### src/hdl/rpd_pkg.sv
/*
 * constants, codes and types of the host packet decoder.
 * assumes bytes arrive and leave through a byte-wide serial engine on the same clock.
 */
// What this block does
// - addressed flag set: command acts only on transponder with the given address.
// - failure sets response flag bit 4, data holds error code, other bits zero.
// - each packet ends with a 16-bit check word over all preceding bytes.
// - check low byte is xor of covered bytes, high byte its complement.
// - decode transponder codes 02h, 03h, 04h, 05h and 0fh.
// - block read data: optional address lsb first, then block number.
// - block read answer: data lsb first, lock-status byte, block-address byte.
// - write data: optional address, block number, data; success answers 00h.
// - lock data: optional address, block number; success answers 00h.
// - details answer: address 4, maker 1, version 2, blocks 1, bytes-per-block 1.
// - bitmap read is unaddressed; bit n selects block n; zero returns identifier only.
// - bitmap read fetches serial identifier first, then addressed reads with it.
// - bitmap answer: identifier, then per selected block data, lock, address ascending.
// - decode misc codes d0h, d8h, f0h, f1h, f2h, f4h, ffh.
// - loader entry hands control to loader and answers 00h.
// - response reuses frame layout, echoes command, data replaced by result.
// - frame: 01h, length lsb first counting all bytes, node address zero.
package rpd_pkg;
    localparam logic [7:0]  SOF           = 8'h01;
    localparam logic [7:0]  RSP_OK        = 8'h00;
    localparam logic [7:0]  ERR_UNKNOWN   = 8'h01;  // arbitrary code for an unknown command
    localparam int          FLAG_ADDR_BIT = 4;
    localparam int          FLAG_ERR_BIT  = 4;
    localparam logic [15:0] IDX_SOF       = 16'h0000;
    localparam logic [15:0] IDX_LEN_LO    = 16'h0001;
    localparam logic [15:0] IDX_LEN_HI    = 16'h0002;
    localparam logic [15:0] IDX_NODE_LO   = 16'h0003;
    localparam logic [15:0] IDX_NODE_HI   = 16'h0004;
    localparam logic [15:0] IDX_FLAGS     = 16'h0005;
    localparam logic [15:0] IDX_CMD       = 16'h0006;
    localparam logic [15:0] IDX_DATA      = 16'h0007;
    localparam logic [15:0] FRAME_OVH     = 16'h0009;
    localparam logic [7:0]  CMD_READ      = 8'h02;
    localparam logic [7:0]  CMD_WRITE     = 8'h03;
    localparam logic [7:0]  CMD_LOCK      = 8'h04;
    localparam logic [7:0]  CMD_DETAILS   = 8'h05;
    localparam logic [7:0]  CMD_BITMAP    = 8'h0f;
    localparam logic [7:0]  CMD_LOADER    = 8'hd0;
    localparam logic [7:0]  CMD_FLASH     = 8'hd8;
    localparam logic [7:0]  CMD_VERSION   = 8'hf0;
    localparam logic [7:0]  CMD_INPUTS    = 8'hf1;
    localparam logic [7:0]  CMD_OUTPUTS   = 8'hf2;
    localparam logic [7:0]  CMD_CARRIER   = 8'hf4;
    localparam logic [7:0]  CMD_BAUD      = 8'hff;
    localparam logic [3:0]  N_READ        = 4'h6;
    localparam logic [3:0]  N_ACK         = 4'h1;
    localparam logic [3:0]  N_DETAILS     = 4'h9;
    localparam logic [3:0]  N_SID         = 4'h4;

    typedef enum logic [2:0] {
        OP_READ    = 3'h0,
        OP_WRITE   = 3'h1,
        OP_LOCK    = 3'h2,
        OP_DETAILS = 3'h3,
        OP_SID     = 3'h4
    } rpd_op_t;

    typedef enum logic [1:0] {
        ST_IDLE = 2'b00,
        ST_WAIT = 2'b01,
        ST_NEXT = 2'b11,
        ST_TX   = 2'b10
    } rpd_state_t;
endpackage : rpd_pkg

### src/hdl/rpd_decoder.sv
/*
 * host packet decoder: parses request frames, runs transponder operations,
 * builds and sends the response frame.
 * assumes rx and tx bytes come from a uart engine on clk, and a transponder
 * engine that answers each tag_req with one tag_done pulse.
 */
`timescale 1ns/1ps
module rpd_decoder #(
    parameter int RX_MAX  = 9,
    parameter int RSP_MAX = 52
) (
    input  wire logic            clk,
    input  wire logic            rst,
    input  wire logic [7:0]      rx_byte,
    input  wire logic            rx_valid,
    output logic      [7:0]      tx_byte_ff,
    output logic                 tx_valid_ff,
    input  wire logic            tx_ready,
    output logic                 tag_req_ff,
    output rpd_pkg::rpd_op_t     tag_op_ff,
    output logic                 tag_addressed_ff,
    output logic      [31:0]     tag_addr_ff,
    output logic      [7:0]      tag_block_ff,
    output logic      [31:0]     tag_wdata_ff,
    input  wire logic            tag_done,
    input  wire logic            tag_err,
    input  wire logic [7:0]      tag_err_code,
    input  wire logic [31:0]     tag_rdata,
    input  wire logic [1:0]      tag_lock,
    input  wire logic [31:0]     tag_uid,
    input  wire logic [7:0]      tag_mfr,
    input  wire logic [15:0]     tag_ver,
    input  wire logic [7:0]      tag_nblk,
    input  wire logic [7:0]      tag_bpb,
    output logic                 loader_go_ff,
    output logic                 misc_strobe_ff,
    output logic      [7:0]      misc_cmd_ff,
    output logic      [7:0]      misc_data_ff,
    output logic                 drop_ff
);
    import rpd_pkg::*;

    localparam int RXW  = $clog2(RX_MAX);
    localparam int RSPW = $clog2(RSP_MAX);

    rpd_state_t  st_ff;
    logic        rx_on_ff;
    logic [15:0] rx_cnt_ff;
    logic [15:0] len_ff;
    logic        node_ok_ff;
    logic [7:0]  flags_ff;
    logic [7:0]  cmd_ff;
    logic [7:0]  chk_lo_ff;
    logic        go_ff;
    logic [7:0]  rxd_ff [RX_MAX];
    logic [7:0]  rsp_ff [RSP_MAX];
    logic [7:0]  rsp_cnt_ff;
    logic [7:0]  rsp_flags_ff;
    logic        bmp_mode_ff;
    logic [7:0]  bmp_ff;
    logic [7:0]  bit_ff;
    logic [15:0] tx_idx_ff;
    logic [15:0] tx_len;
    logic [15:0] rx_off;
    logic [15:0] tx_off;
    logic [7:0]  rx_xor;
    logic [7:0]  tx_xor;
    logic [7:0]  tx_next;
    logic        rx_start;
    logic        rx_take;
    logic        tx_load;
    logic        ads;
    logic        dec_tag;
    rpd_op_t     dec_op;
    logic [7:0]  chunk [9];
    logic [3:0]  chunk_n;

    assign rx_start = rx_valid && !rx_on_ff && st_ff == ST_IDLE && rx_byte == SOF;
    assign rx_take  = rx_valid && rx_on_ff;
    assign rx_off   = rx_cnt_ff - IDX_DATA;
    assign tx_len   = FRAME_OVH + {8'h00, rsp_cnt_ff};
    assign tx_off   = tx_idx_ff - IDX_DATA;
    assign tx_load  = st_ff == ST_TX && tx_idx_ff < tx_len && (!tx_valid_ff || tx_ready);
    // the bitmap read ignores the addressed flag
    assign ads      = flags_ff[FLAG_ADDR_BIT] && cmd_ff != CMD_BITMAP;

    rpd_check_acc u_rx_chk (
        .clk     (clk),
        .rst     (rst),
        .clr     (rx_start),
        .en      (rx_start || (rx_take && (rx_cnt_ff <= IDX_LEN_HI
                                          || rx_cnt_ff + 16'h2 < len_ff))),
        .byte_in (rx_byte),
        .lrc_ff  (rx_xor)
    );

    rpd_check_acc u_tx_chk (
        .clk     (clk),
        .rst     (rst),
        .clr     (tx_load && tx_idx_ff == IDX_SOF),
        .en      (tx_load && tx_idx_ff + 16'h2 < tx_len),
        .byte_in (tx_next),
        .lrc_ff  (tx_xor)
    );

    // request frame capture
    always_ff @(posedge clk or posedge rst) begin
        if (rst) begin
            rx_on_ff   <= 1'b0;
            rx_cnt_ff  <= 16'h0000;
            len_ff     <= 16'h0000;
            node_ok_ff <= 1'b0;
            flags_ff   <= 8'h00;
            cmd_ff     <= 8'h00;
            chk_lo_ff  <= 8'h00;
            go_ff      <= 1'b0;
            drop_ff    <= 1'b0;
            for (int i = 0; i < RX_MAX; i++) rxd_ff[i] <= 8'h00;
        end else begin
            go_ff   <= 1'b0;
            drop_ff <= 1'b0;
            if (rx_start) begin
                rx_on_ff   <= 1'b1;
                rx_cnt_ff  <= IDX_LEN_LO;
                node_ok_ff <= 1'b1;
            end else if (rx_take) begin
                rx_cnt_ff <= rx_cnt_ff + 16'h1;
                if (rx_cnt_ff == IDX_LEN_LO) len_ff[7:0] <= rx_byte;
                if (rx_cnt_ff == IDX_LEN_HI) begin
                    len_ff[15:8] <= rx_byte;
                    if ({rx_byte, len_ff[7:0]} < FRAME_OVH) rx_on_ff <= 1'b0;
                end
                if ((rx_cnt_ff == IDX_NODE_LO || rx_cnt_ff == IDX_NODE_HI)
                    && rx_byte != 8'h00) node_ok_ff <= 1'b0;
                if (rx_cnt_ff == IDX_FLAGS) flags_ff <= rx_byte;
                if (rx_cnt_ff == IDX_CMD) cmd_ff <= rx_byte;
                if (rx_cnt_ff >= IDX_DATA && rx_cnt_ff + 16'h2 < len_ff
                    && rx_off < 16'(RX_MAX)) rxd_ff[rx_off[RXW-1:0]] <= rx_byte;
                if (rx_cnt_ff > IDX_LEN_HI && rx_cnt_ff + 16'h2 == len_ff)
                    chk_lo_ff <= rx_byte;
                if (rx_cnt_ff > IDX_LEN_HI && rx_cnt_ff + 16'h1 == len_ff) begin
                    rx_on_ff <= 1'b0;
                    if (chk_lo_ff == rx_xor && rx_byte == ~rx_xor && node_ok_ff)
                        go_ff <= 1'b1;
                    else
                        drop_ff <= 1'b1;
                end
            end
        end
    end

    // transponder command decode
    always_comb begin
        dec_op  = OP_READ;
        dec_tag = 1'b1;
        unique case (cmd_ff)
            CMD_READ:    dec_op = OP_READ;
            CMD_WRITE:   dec_op = OP_WRITE;
            CMD_LOCK:    dec_op = OP_LOCK;
            CMD_DETAILS: dec_op = OP_DETAILS;
            CMD_BITMAP:  dec_op = OP_SID;
            default:     dec_tag = 1'b0;
        endcase
    end

    // result bytes of one finished transponder operation
    always_comb begin
        for (int i = 0; i < 9; i++) chunk[i] = 8'h00;
        chunk_n = N_ACK;
        unique case (tag_op_ff)
            OP_READ: begin
                {chunk[3], chunk[2], chunk[1], chunk[0]} = tag_rdata;
                chunk[4] = {6'h00, tag_lock};
                chunk[5] = tag_block_ff;
                chunk_n  = N_READ;
            end
            OP_WRITE, OP_LOCK: begin
                chunk[0] = RSP_OK;
                chunk_n  = N_ACK;
            end
            OP_DETAILS: begin
                {chunk[3], chunk[2], chunk[1], chunk[0]} = tag_uid;
                chunk[4] = tag_mfr;
                {chunk[6], chunk[5]} = tag_ver;
                chunk[7] = tag_nblk;
                chunk[8] = tag_bpb;
                chunk_n  = N_DETAILS;
            end
            OP_SID: begin
                {chunk[3], chunk[2], chunk[1], chunk[0]} = tag_uid;
                chunk_n  = N_SID;
            end
            default: chunk_n = N_ACK;
        endcase
    end

    // command execution and response assembly
    always_ff @(posedge clk or posedge rst) begin
        if (rst) begin
            st_ff            <= ST_IDLE;
            tag_req_ff       <= 1'b0;
            tag_op_ff        <= OP_READ;
            tag_addressed_ff <= 1'b0;
            tag_addr_ff      <= 32'h0000_0000;
            tag_block_ff     <= 8'h00;
            tag_wdata_ff     <= 32'h0000_0000;
            loader_go_ff     <= 1'b0;
            misc_strobe_ff   <= 1'b0;
            misc_cmd_ff      <= 8'h00;
            misc_data_ff     <= 8'h00;
            rsp_cnt_ff       <= 8'h00;
            rsp_flags_ff     <= 8'h00;
            bmp_mode_ff      <= 1'b0;
            bmp_ff           <= 8'h00;
            bit_ff           <= 8'h00;
            for (int i = 0; i < RSP_MAX; i++) rsp_ff[i] <= 8'h00;
        end else begin
            tag_req_ff     <= 1'b0;
            loader_go_ff   <= 1'b0;
            misc_strobe_ff <= 1'b0;
            unique case (st_ff)
                ST_IDLE: if (go_ff) begin
                    rsp_cnt_ff       <= 8'h01;
                    rsp_flags_ff     <= 8'h00;
                    bmp_mode_ff      <= 1'b0;
                    rsp_ff[0]        <= RSP_OK;
                    tag_addr_ff      <= {rxd_ff[3], rxd_ff[2], rxd_ff[1], rxd_ff[0]};
                    tag_addressed_ff <= ads;
                    tag_block_ff     <= ads ? rxd_ff[4] : rxd_ff[0];
                    tag_wdata_ff     <= ads ? {rxd_ff[8], rxd_ff[7], rxd_ff[6], rxd_ff[5]}
                                            : {rxd_ff[4], rxd_ff[3], rxd_ff[2], rxd_ff[1]};
                    if (dec_tag) begin
                        rsp_cnt_ff  <= 8'h00;
                        tag_op_ff   <= dec_op;
                        tag_req_ff  <= 1'b1;
                        bmp_mode_ff <= cmd_ff == CMD_BITMAP;
                        bmp_ff      <= rxd_ff[0];
                        bit_ff      <= 8'h00;
                        st_ff       <= ST_WAIT;
                    end else if (cmd_ff == CMD_LOADER) begin
                        loader_go_ff <= 1'b1;
                        st_ff        <= ST_TX;
                    end else if (cmd_ff == CMD_FLASH || cmd_ff == CMD_VERSION
                                 || cmd_ff == CMD_INPUTS || cmd_ff == CMD_OUTPUTS
                                 || cmd_ff == CMD_CARRIER || cmd_ff == CMD_BAUD) begin
                        misc_strobe_ff <= 1'b1;
                        misc_cmd_ff    <= cmd_ff;
                        misc_data_ff   <= rxd_ff[0];
                        st_ff          <= ST_TX;
                    end else begin
                        rsp_flags_ff[FLAG_ERR_BIT] <= 1'b1;
                        rsp_ff[0]                  <= ERR_UNKNOWN;
                        st_ff                      <= ST_TX;
                    end
                end
                ST_WAIT: if (tag_done) begin
                    if (tag_err) begin
                        rsp_flags_ff[FLAG_ERR_BIT] <= 1'b1;
                        rsp_ff[0]                  <= tag_err_code;
                        rsp_cnt_ff                 <= 8'h01;
                        st_ff                      <= ST_TX;
                    end else begin
                        for (int i = 0; i < RSP_MAX; i++) begin
                            if (i >= int'(rsp_cnt_ff) && i < int'(rsp_cnt_ff) + int'(chunk_n))
                                rsp_ff[i] <= chunk[4'(i - int'(rsp_cnt_ff))];
                        end
                        rsp_cnt_ff <= rsp_cnt_ff + {4'h0, chunk_n};
                        if (tag_op_ff == OP_SID) tag_addr_ff <= tag_uid;
                        st_ff <= bmp_mode_ff ? ST_NEXT : ST_TX;
                    end
                end
                ST_NEXT: begin
                    if (bmp_ff == 8'h00) begin
                        st_ff <= ST_TX;
                    end else begin
                        bmp_ff <= bmp_ff >> 1;
                        bit_ff <= bit_ff + 8'h01;
                        if (bmp_ff[0]) begin
                            tag_op_ff        <= OP_READ;
                            tag_addressed_ff <= 1'b1;
                            tag_block_ff     <= bit_ff;
                            tag_req_ff       <= 1'b1;
                            st_ff            <= ST_WAIT;
                        end
                    end
                end
                ST_TX: if (tx_idx_ff == tx_len && (!tx_valid_ff || tx_ready))
                    st_ff <= ST_IDLE;
            endcase
        end
    end

    // response byte at the current frame position
    always_comb begin
        tx_next = 8'h00;
        if (tx_idx_ff == IDX_SOF) tx_next = SOF;
        else if (tx_idx_ff == IDX_LEN_LO) tx_next = tx_len[7:0];
        else if (tx_idx_ff == IDX_LEN_HI) tx_next = tx_len[15:8];
        else if (tx_idx_ff == IDX_FLAGS) tx_next = rsp_flags_ff;
        else if (tx_idx_ff == IDX_CMD) tx_next = cmd_ff;
        else if (tx_idx_ff + 16'h2 == tx_len) tx_next = tx_xor;
        else if (tx_idx_ff + 16'h1 == tx_len) tx_next = ~tx_xor;
        else if (tx_idx_ff >= IDX_DATA) tx_next = rsp_ff[tx_off[RSPW-1:0]];
    end

    // response byte stream
    always_ff @(posedge clk or posedge rst) begin
        if (rst) begin
            tx_idx_ff   <= 16'h0000;
            tx_byte_ff  <= 8'h00;
            tx_valid_ff <= 1'b0;
        end else if (st_ff != ST_TX) begin
            tx_idx_ff <= 16'h0000;
        end else if (tx_load) begin
            tx_byte_ff  <= tx_next;
            tx_valid_ff <= 1'b1;
            tx_idx_ff   <= tx_idx_ff + 16'h1;
        end else if (tx_ready) begin
            tx_valid_ff <= 1'b0;
        end
    end
endmodule : rpd_decoder

### src/hdl/rpd_check_acc.sv
/*
 * running xor of a byte stream, cleared at the start of each frame.
 * assumes clr and en come from logic on the same clock.
 */
`timescale 1ns/1ps
module rpd_check_acc (
    input  wire logic       clk,
    input  wire logic       rst,
    input  wire logic       clr,
    input  wire logic       en,
    input  wire logic [7:0] byte_in,
    output logic      [7:0] lrc_ff
);
    always_ff @(posedge clk or posedge rst) begin
        if (rst) begin
            lrc_ff <= 8'h00;
        end else if (clr || en) begin
            lrc_ff <= (clr ? 8'h00 : lrc_ff) ^ (en ? byte_in : 8'h00);
        end
    end
endmodule : rpd_check_acc

### config.mk
export PLATFORM = sky130hd
export DESIGN_NAME = rpd_decoder
export DESIGN_NICKNAME = d
export VERILOG_FILES = /design/src/hdl/rpd_pkg.sv /design/src/hdl/rpd_decoder.sv /design/src/hdl/rpd_check_acc.sv
export SDC_FILE = /design/constraint.sdc
export NUM_CORES = 2
export LEC_CHECK = 0
export CAP_MARGIN = 25
export CORE_ASPECT_RATIO = 0.75
export CORE_MARGIN = 4
export CORE_UTILIZATION = 65
export CTS_BUF_LIST = sky130_fd_sc_hd__clkbuf_4 sky130_fd_sc_hd__clkbuf_8 sky130_fd_sc_hd__clkbuf_16
export DETAILED_ROUTE_END_ITERATION = 8
export DONT_BUFFER_PORTS = 1
export PLACE_DENSITY = 0.91
export RECOVER_POWER = 25
export SLEW_MARGIN = 20
export SYNTH_ARGS = -nofsm -noshare
export SYNTH_HDL_FRONTEND = slang
export SYNTH_SLANG_ARGS = --single-unit
### constraint.sdc
create_clock -name clk -period 29.8 [get_ports clk]
set_input_delay 2.98 -clock clk [delete_from_list [all_inputs] [get_ports clk]]
set_output_delay 2.98 -clock clk [all_outputs]
set_load 0.005 [all_outputs]
==> impl_metrics.csv <==
group,metric,value,unit
timing,fin_crit_sh,31.2,%
status,failed_checks,"capacitance limit, slew limit",
setup_path,critPathKind,"primary input to asynchronous set/reset pin",
cts,cts_made_buffers,70,
routing,vias,33300,
setup_path,rrSetupSlack,23940,ps
synth,async_reset_ff_share,100,%
place,hpwl,107,mm
cts,cts_resized,0,
timing,final-max-slew-violation-count,341,
synth,synth.area.mux_share,26.5,%
synth,synth-compound-area-share,11.5,%
cts,clk_latency,640,ps
floorplanning,ios,233,
synth,synthXorXnorAreaFrac,1.91,%
cts,cts_tree,"done",
floorplanning,fp.dieH,223,um
synth,synthFlopType,"dfrtp_1",
timing,worstMarginPinSlew,4710,ps
cts,cts_buffer_depth,3,
synth,yosysSeqAreaShare,43.9,%
timing,layout_setup_ws,20520,ps
timing,finalClockSkew,22.8,ps
floorplanning,core-area,60800,um^2
place,port_buffers,0,
cts,clkSinkCount,705,
place,place_congestion,1.07,
synth,synth_top_family_by_area,"multiplexers",
routing,drt-initial-drc-count,5048,
finish,regArea,17600,um^2
place,post-place-ws,23500,ps
routing,viasPerCell,7.37,
synth,yosysWarnings,0,
finish,syn2layout_area_growth,8.11,%
cts,cts_root_buf,"clkbuf_16",
synth,synth_cell_types,88,
synth,syn_nets,3944,
grt,grt_usage,44.0,%
grt,grt_overflow,0,
finish,fillCellCount,4159,
routing,routed_wl,147,mm
routing,dr.pass1.iters,8,
synth,synth_largest_area_cell,"dfrtp_1",
timing,rsz0062_at_grt,"false",
floorplanning,die_w,295,um
routing,drtAntennaViolNets,0,
setup_path,cp.required,30470,ps
timing,finalSetupViolations,0,
synth,yosys-top-cells-count,"705 x dfrtp_1, 538 x mux2_2, 375 x nand2_1, 309 x o21ai_0, 229 x nor2_1",
finish,fin_util,71.5,%
cts,clk_pin_slew,60,ps
synth,synth_edf_count,0,
timing,timing.fmax,108,MHz
timing,tns,0,ps
timing,period_minus_slack,9280,ps
status,status,"finished with violations",
cts,post-cts-setup-buffers,0,
cts,ctsHoldBuffers,0,
timing,slew_headroom,-216,%
synth,ys_ff_latch,705,
grt,antenna_found_initial,14,
floorplanning,row_count,78,
setup_path,crit_fanout,111,
synth,synthAdderAreaFrac,2.17,%
grt,grt_max_degree,161,
run,drv_cap,5,
setup_path,end_kind,"asynchronous set/reset pin",
finish,drive_above_1_share,24.7,%
routing,drc,0,
finish,multi_input_area,21400,um^2
setup_path,worstPathArrival,9950,ps
synth,avgSynthCellArea,10.7,um^2
floorplanning,die_area,65900,um^2
synth,synth_area_leaders,"dfrtp_1 44%, mux2_2 15%, mux4_2 6.1%",
synth,synth_top_area_share,43.9,%
power,ir_drop,54.1,uV
synth,synth_most_common_cell,"dfrtp_1",
setup_path,critPathLaunchType,"primary input",
power,cellPowerDensity,68.6,nW/um^2
cts,htree_levels,3,
grt,grt_first_pass_wirelength,214,mm
routing,wl_per_cell,32.5,um
timing,final_hold_viol_count,0,
synth,synth-simple-area-share,11.0,%
power,leakagePower,20.2,nW
finish,nets,3854,
floorplanning,start_util,66.1,%
grt,grt_pass1_vias,32000,
synth,syn_inst,3747,
synth,syn_area,40200,um^2
min_path,hp-class,"flop to flop",
area by class of cell:
| cell class | instances | area share, % |
|---|---|---|
| multi-input combinational | 2729 | 49.3 |
| clock buffer | 95 | 4.68 |
| inverter | 53 | 0.461 |
| clock inverter | 32 | 0.849 |
| timing repair buffer | 98 | 1.71 |
| antenna | 8 | 0.0461 |
| sequential | 705 | 40.6 |
| tap | 800 | 2.30 |
report_power, final:
group	leakage [nW]	internal (W)	switching (W)
sequential	9.72	0.00101	0.0000702
clock	1.20	0.000528	0.000407
combinational	9.28	0.000297	0.000667
critical path, stage by stage:
cell and delay, ps:
clkinvlp_2 2550, clkbuf_1 2370, clkbuf_1 940, buf_16 350
buf_6 610
stage by stage:
stage	hold WS [ps]	instance area [um^2]	std cells	power, W
after detailed placement	471	41000	4375	0.00198
after CTS	483	43400	4502	0.00291
after global placement	458	40900	4370	0.00196
after floorplan	445	40200	3747	0.00164
after global routing	502	43400	4516	0.00305
final	486	43500	4520	0.00298
cell usage in the layout, fill, tap and decap left out, drive strengths merged, types with 55 or more instances in the layout:
| master | count |
|---|---|
| mux2i | 207 |
| mux2 | 538 |
| dfrtp | 705 |
| nand2 | 375 |
| nand3 | 157 |
| o21ai | 328 |
| inv | 55 |
| nor2 | 229 |
| clkbuf | 108 |
| mux4 | 111 |
| a21oi | 129 |
| ha | 68 |
| buf | 85 |
flip-flops by register name, summed over array words and instances (netlist names), 8 cells and up:
name / cells
chk_lo_ff: 8
len_ff: 16
rxd_ff: 72
tag_wdata_ff: 32
tag_block_ff: 8
bmp_ff: 8
u_tx_chk.lrc_ff: 8
tag_addr_ff: 32
u_rx_chk.lrc_ff: 8
rsp_cnt_ff: 8
misc_data_ff: 8
bit_ff: 8
cmd_ff: 8
rx_cnt_ff: 16
rsp_ff: 416
misc_cmd_ff: 8
tx_idx_ff: 16
tx_byte_ff: 8
kinds of logic (layout without fill, tap and decap cells):
logic type	count (synthesis)	after routing
AOI/OAI and AO/OA	743	743
muxes	856	856
other	0	8
xor gates and xnor gates	85	85
buffers and inverters	313	278
adders and majority gates	69	69
and+or+nand+nor	976	976
DFF	705	705
per-layer routing:
layer,vias up,GRT usage (%),part of all wire (%)
li1,13500,-,-
met5,-,0.665,0.077
met3,578,21.8,18
met2,2712,60.5,40
met4,10,19.4,5.8
met1,16500,58.9,36
path summary, 6_finish.rpt:
path                                                start                              to  cells past startpoint
min in group asynchronous                             rst       rx_cnt_ff[13]$_DFFE_PP0P_                      1
worst max-delay path                                  rst          rsp_ff[46]$_DFFE_PP0P_                      5
max in group clk                rsp_cnt_ff[0]$_DFFE_PP0P_  u_tx_chk.lrc_ff[3]$_DFFE_PP0P_                     16
worst min-delay path               rsp_ff[39]$_DFFE_PP0P_          rsp_ff[39]$_DFFE_PP0P_                      2
worst min register to register     rsp_ff[39]$_DFFE_PP0P_          rsp_ff[39]$_DFFE_PP0P_                      2
worst max register to register  rsp_cnt_ff[0]$_DFFE_PP0P_  u_tx_chk.lrc_ff[3]$_DFFE_PP0P_                     16
Power figures use the tool's default switching activity.
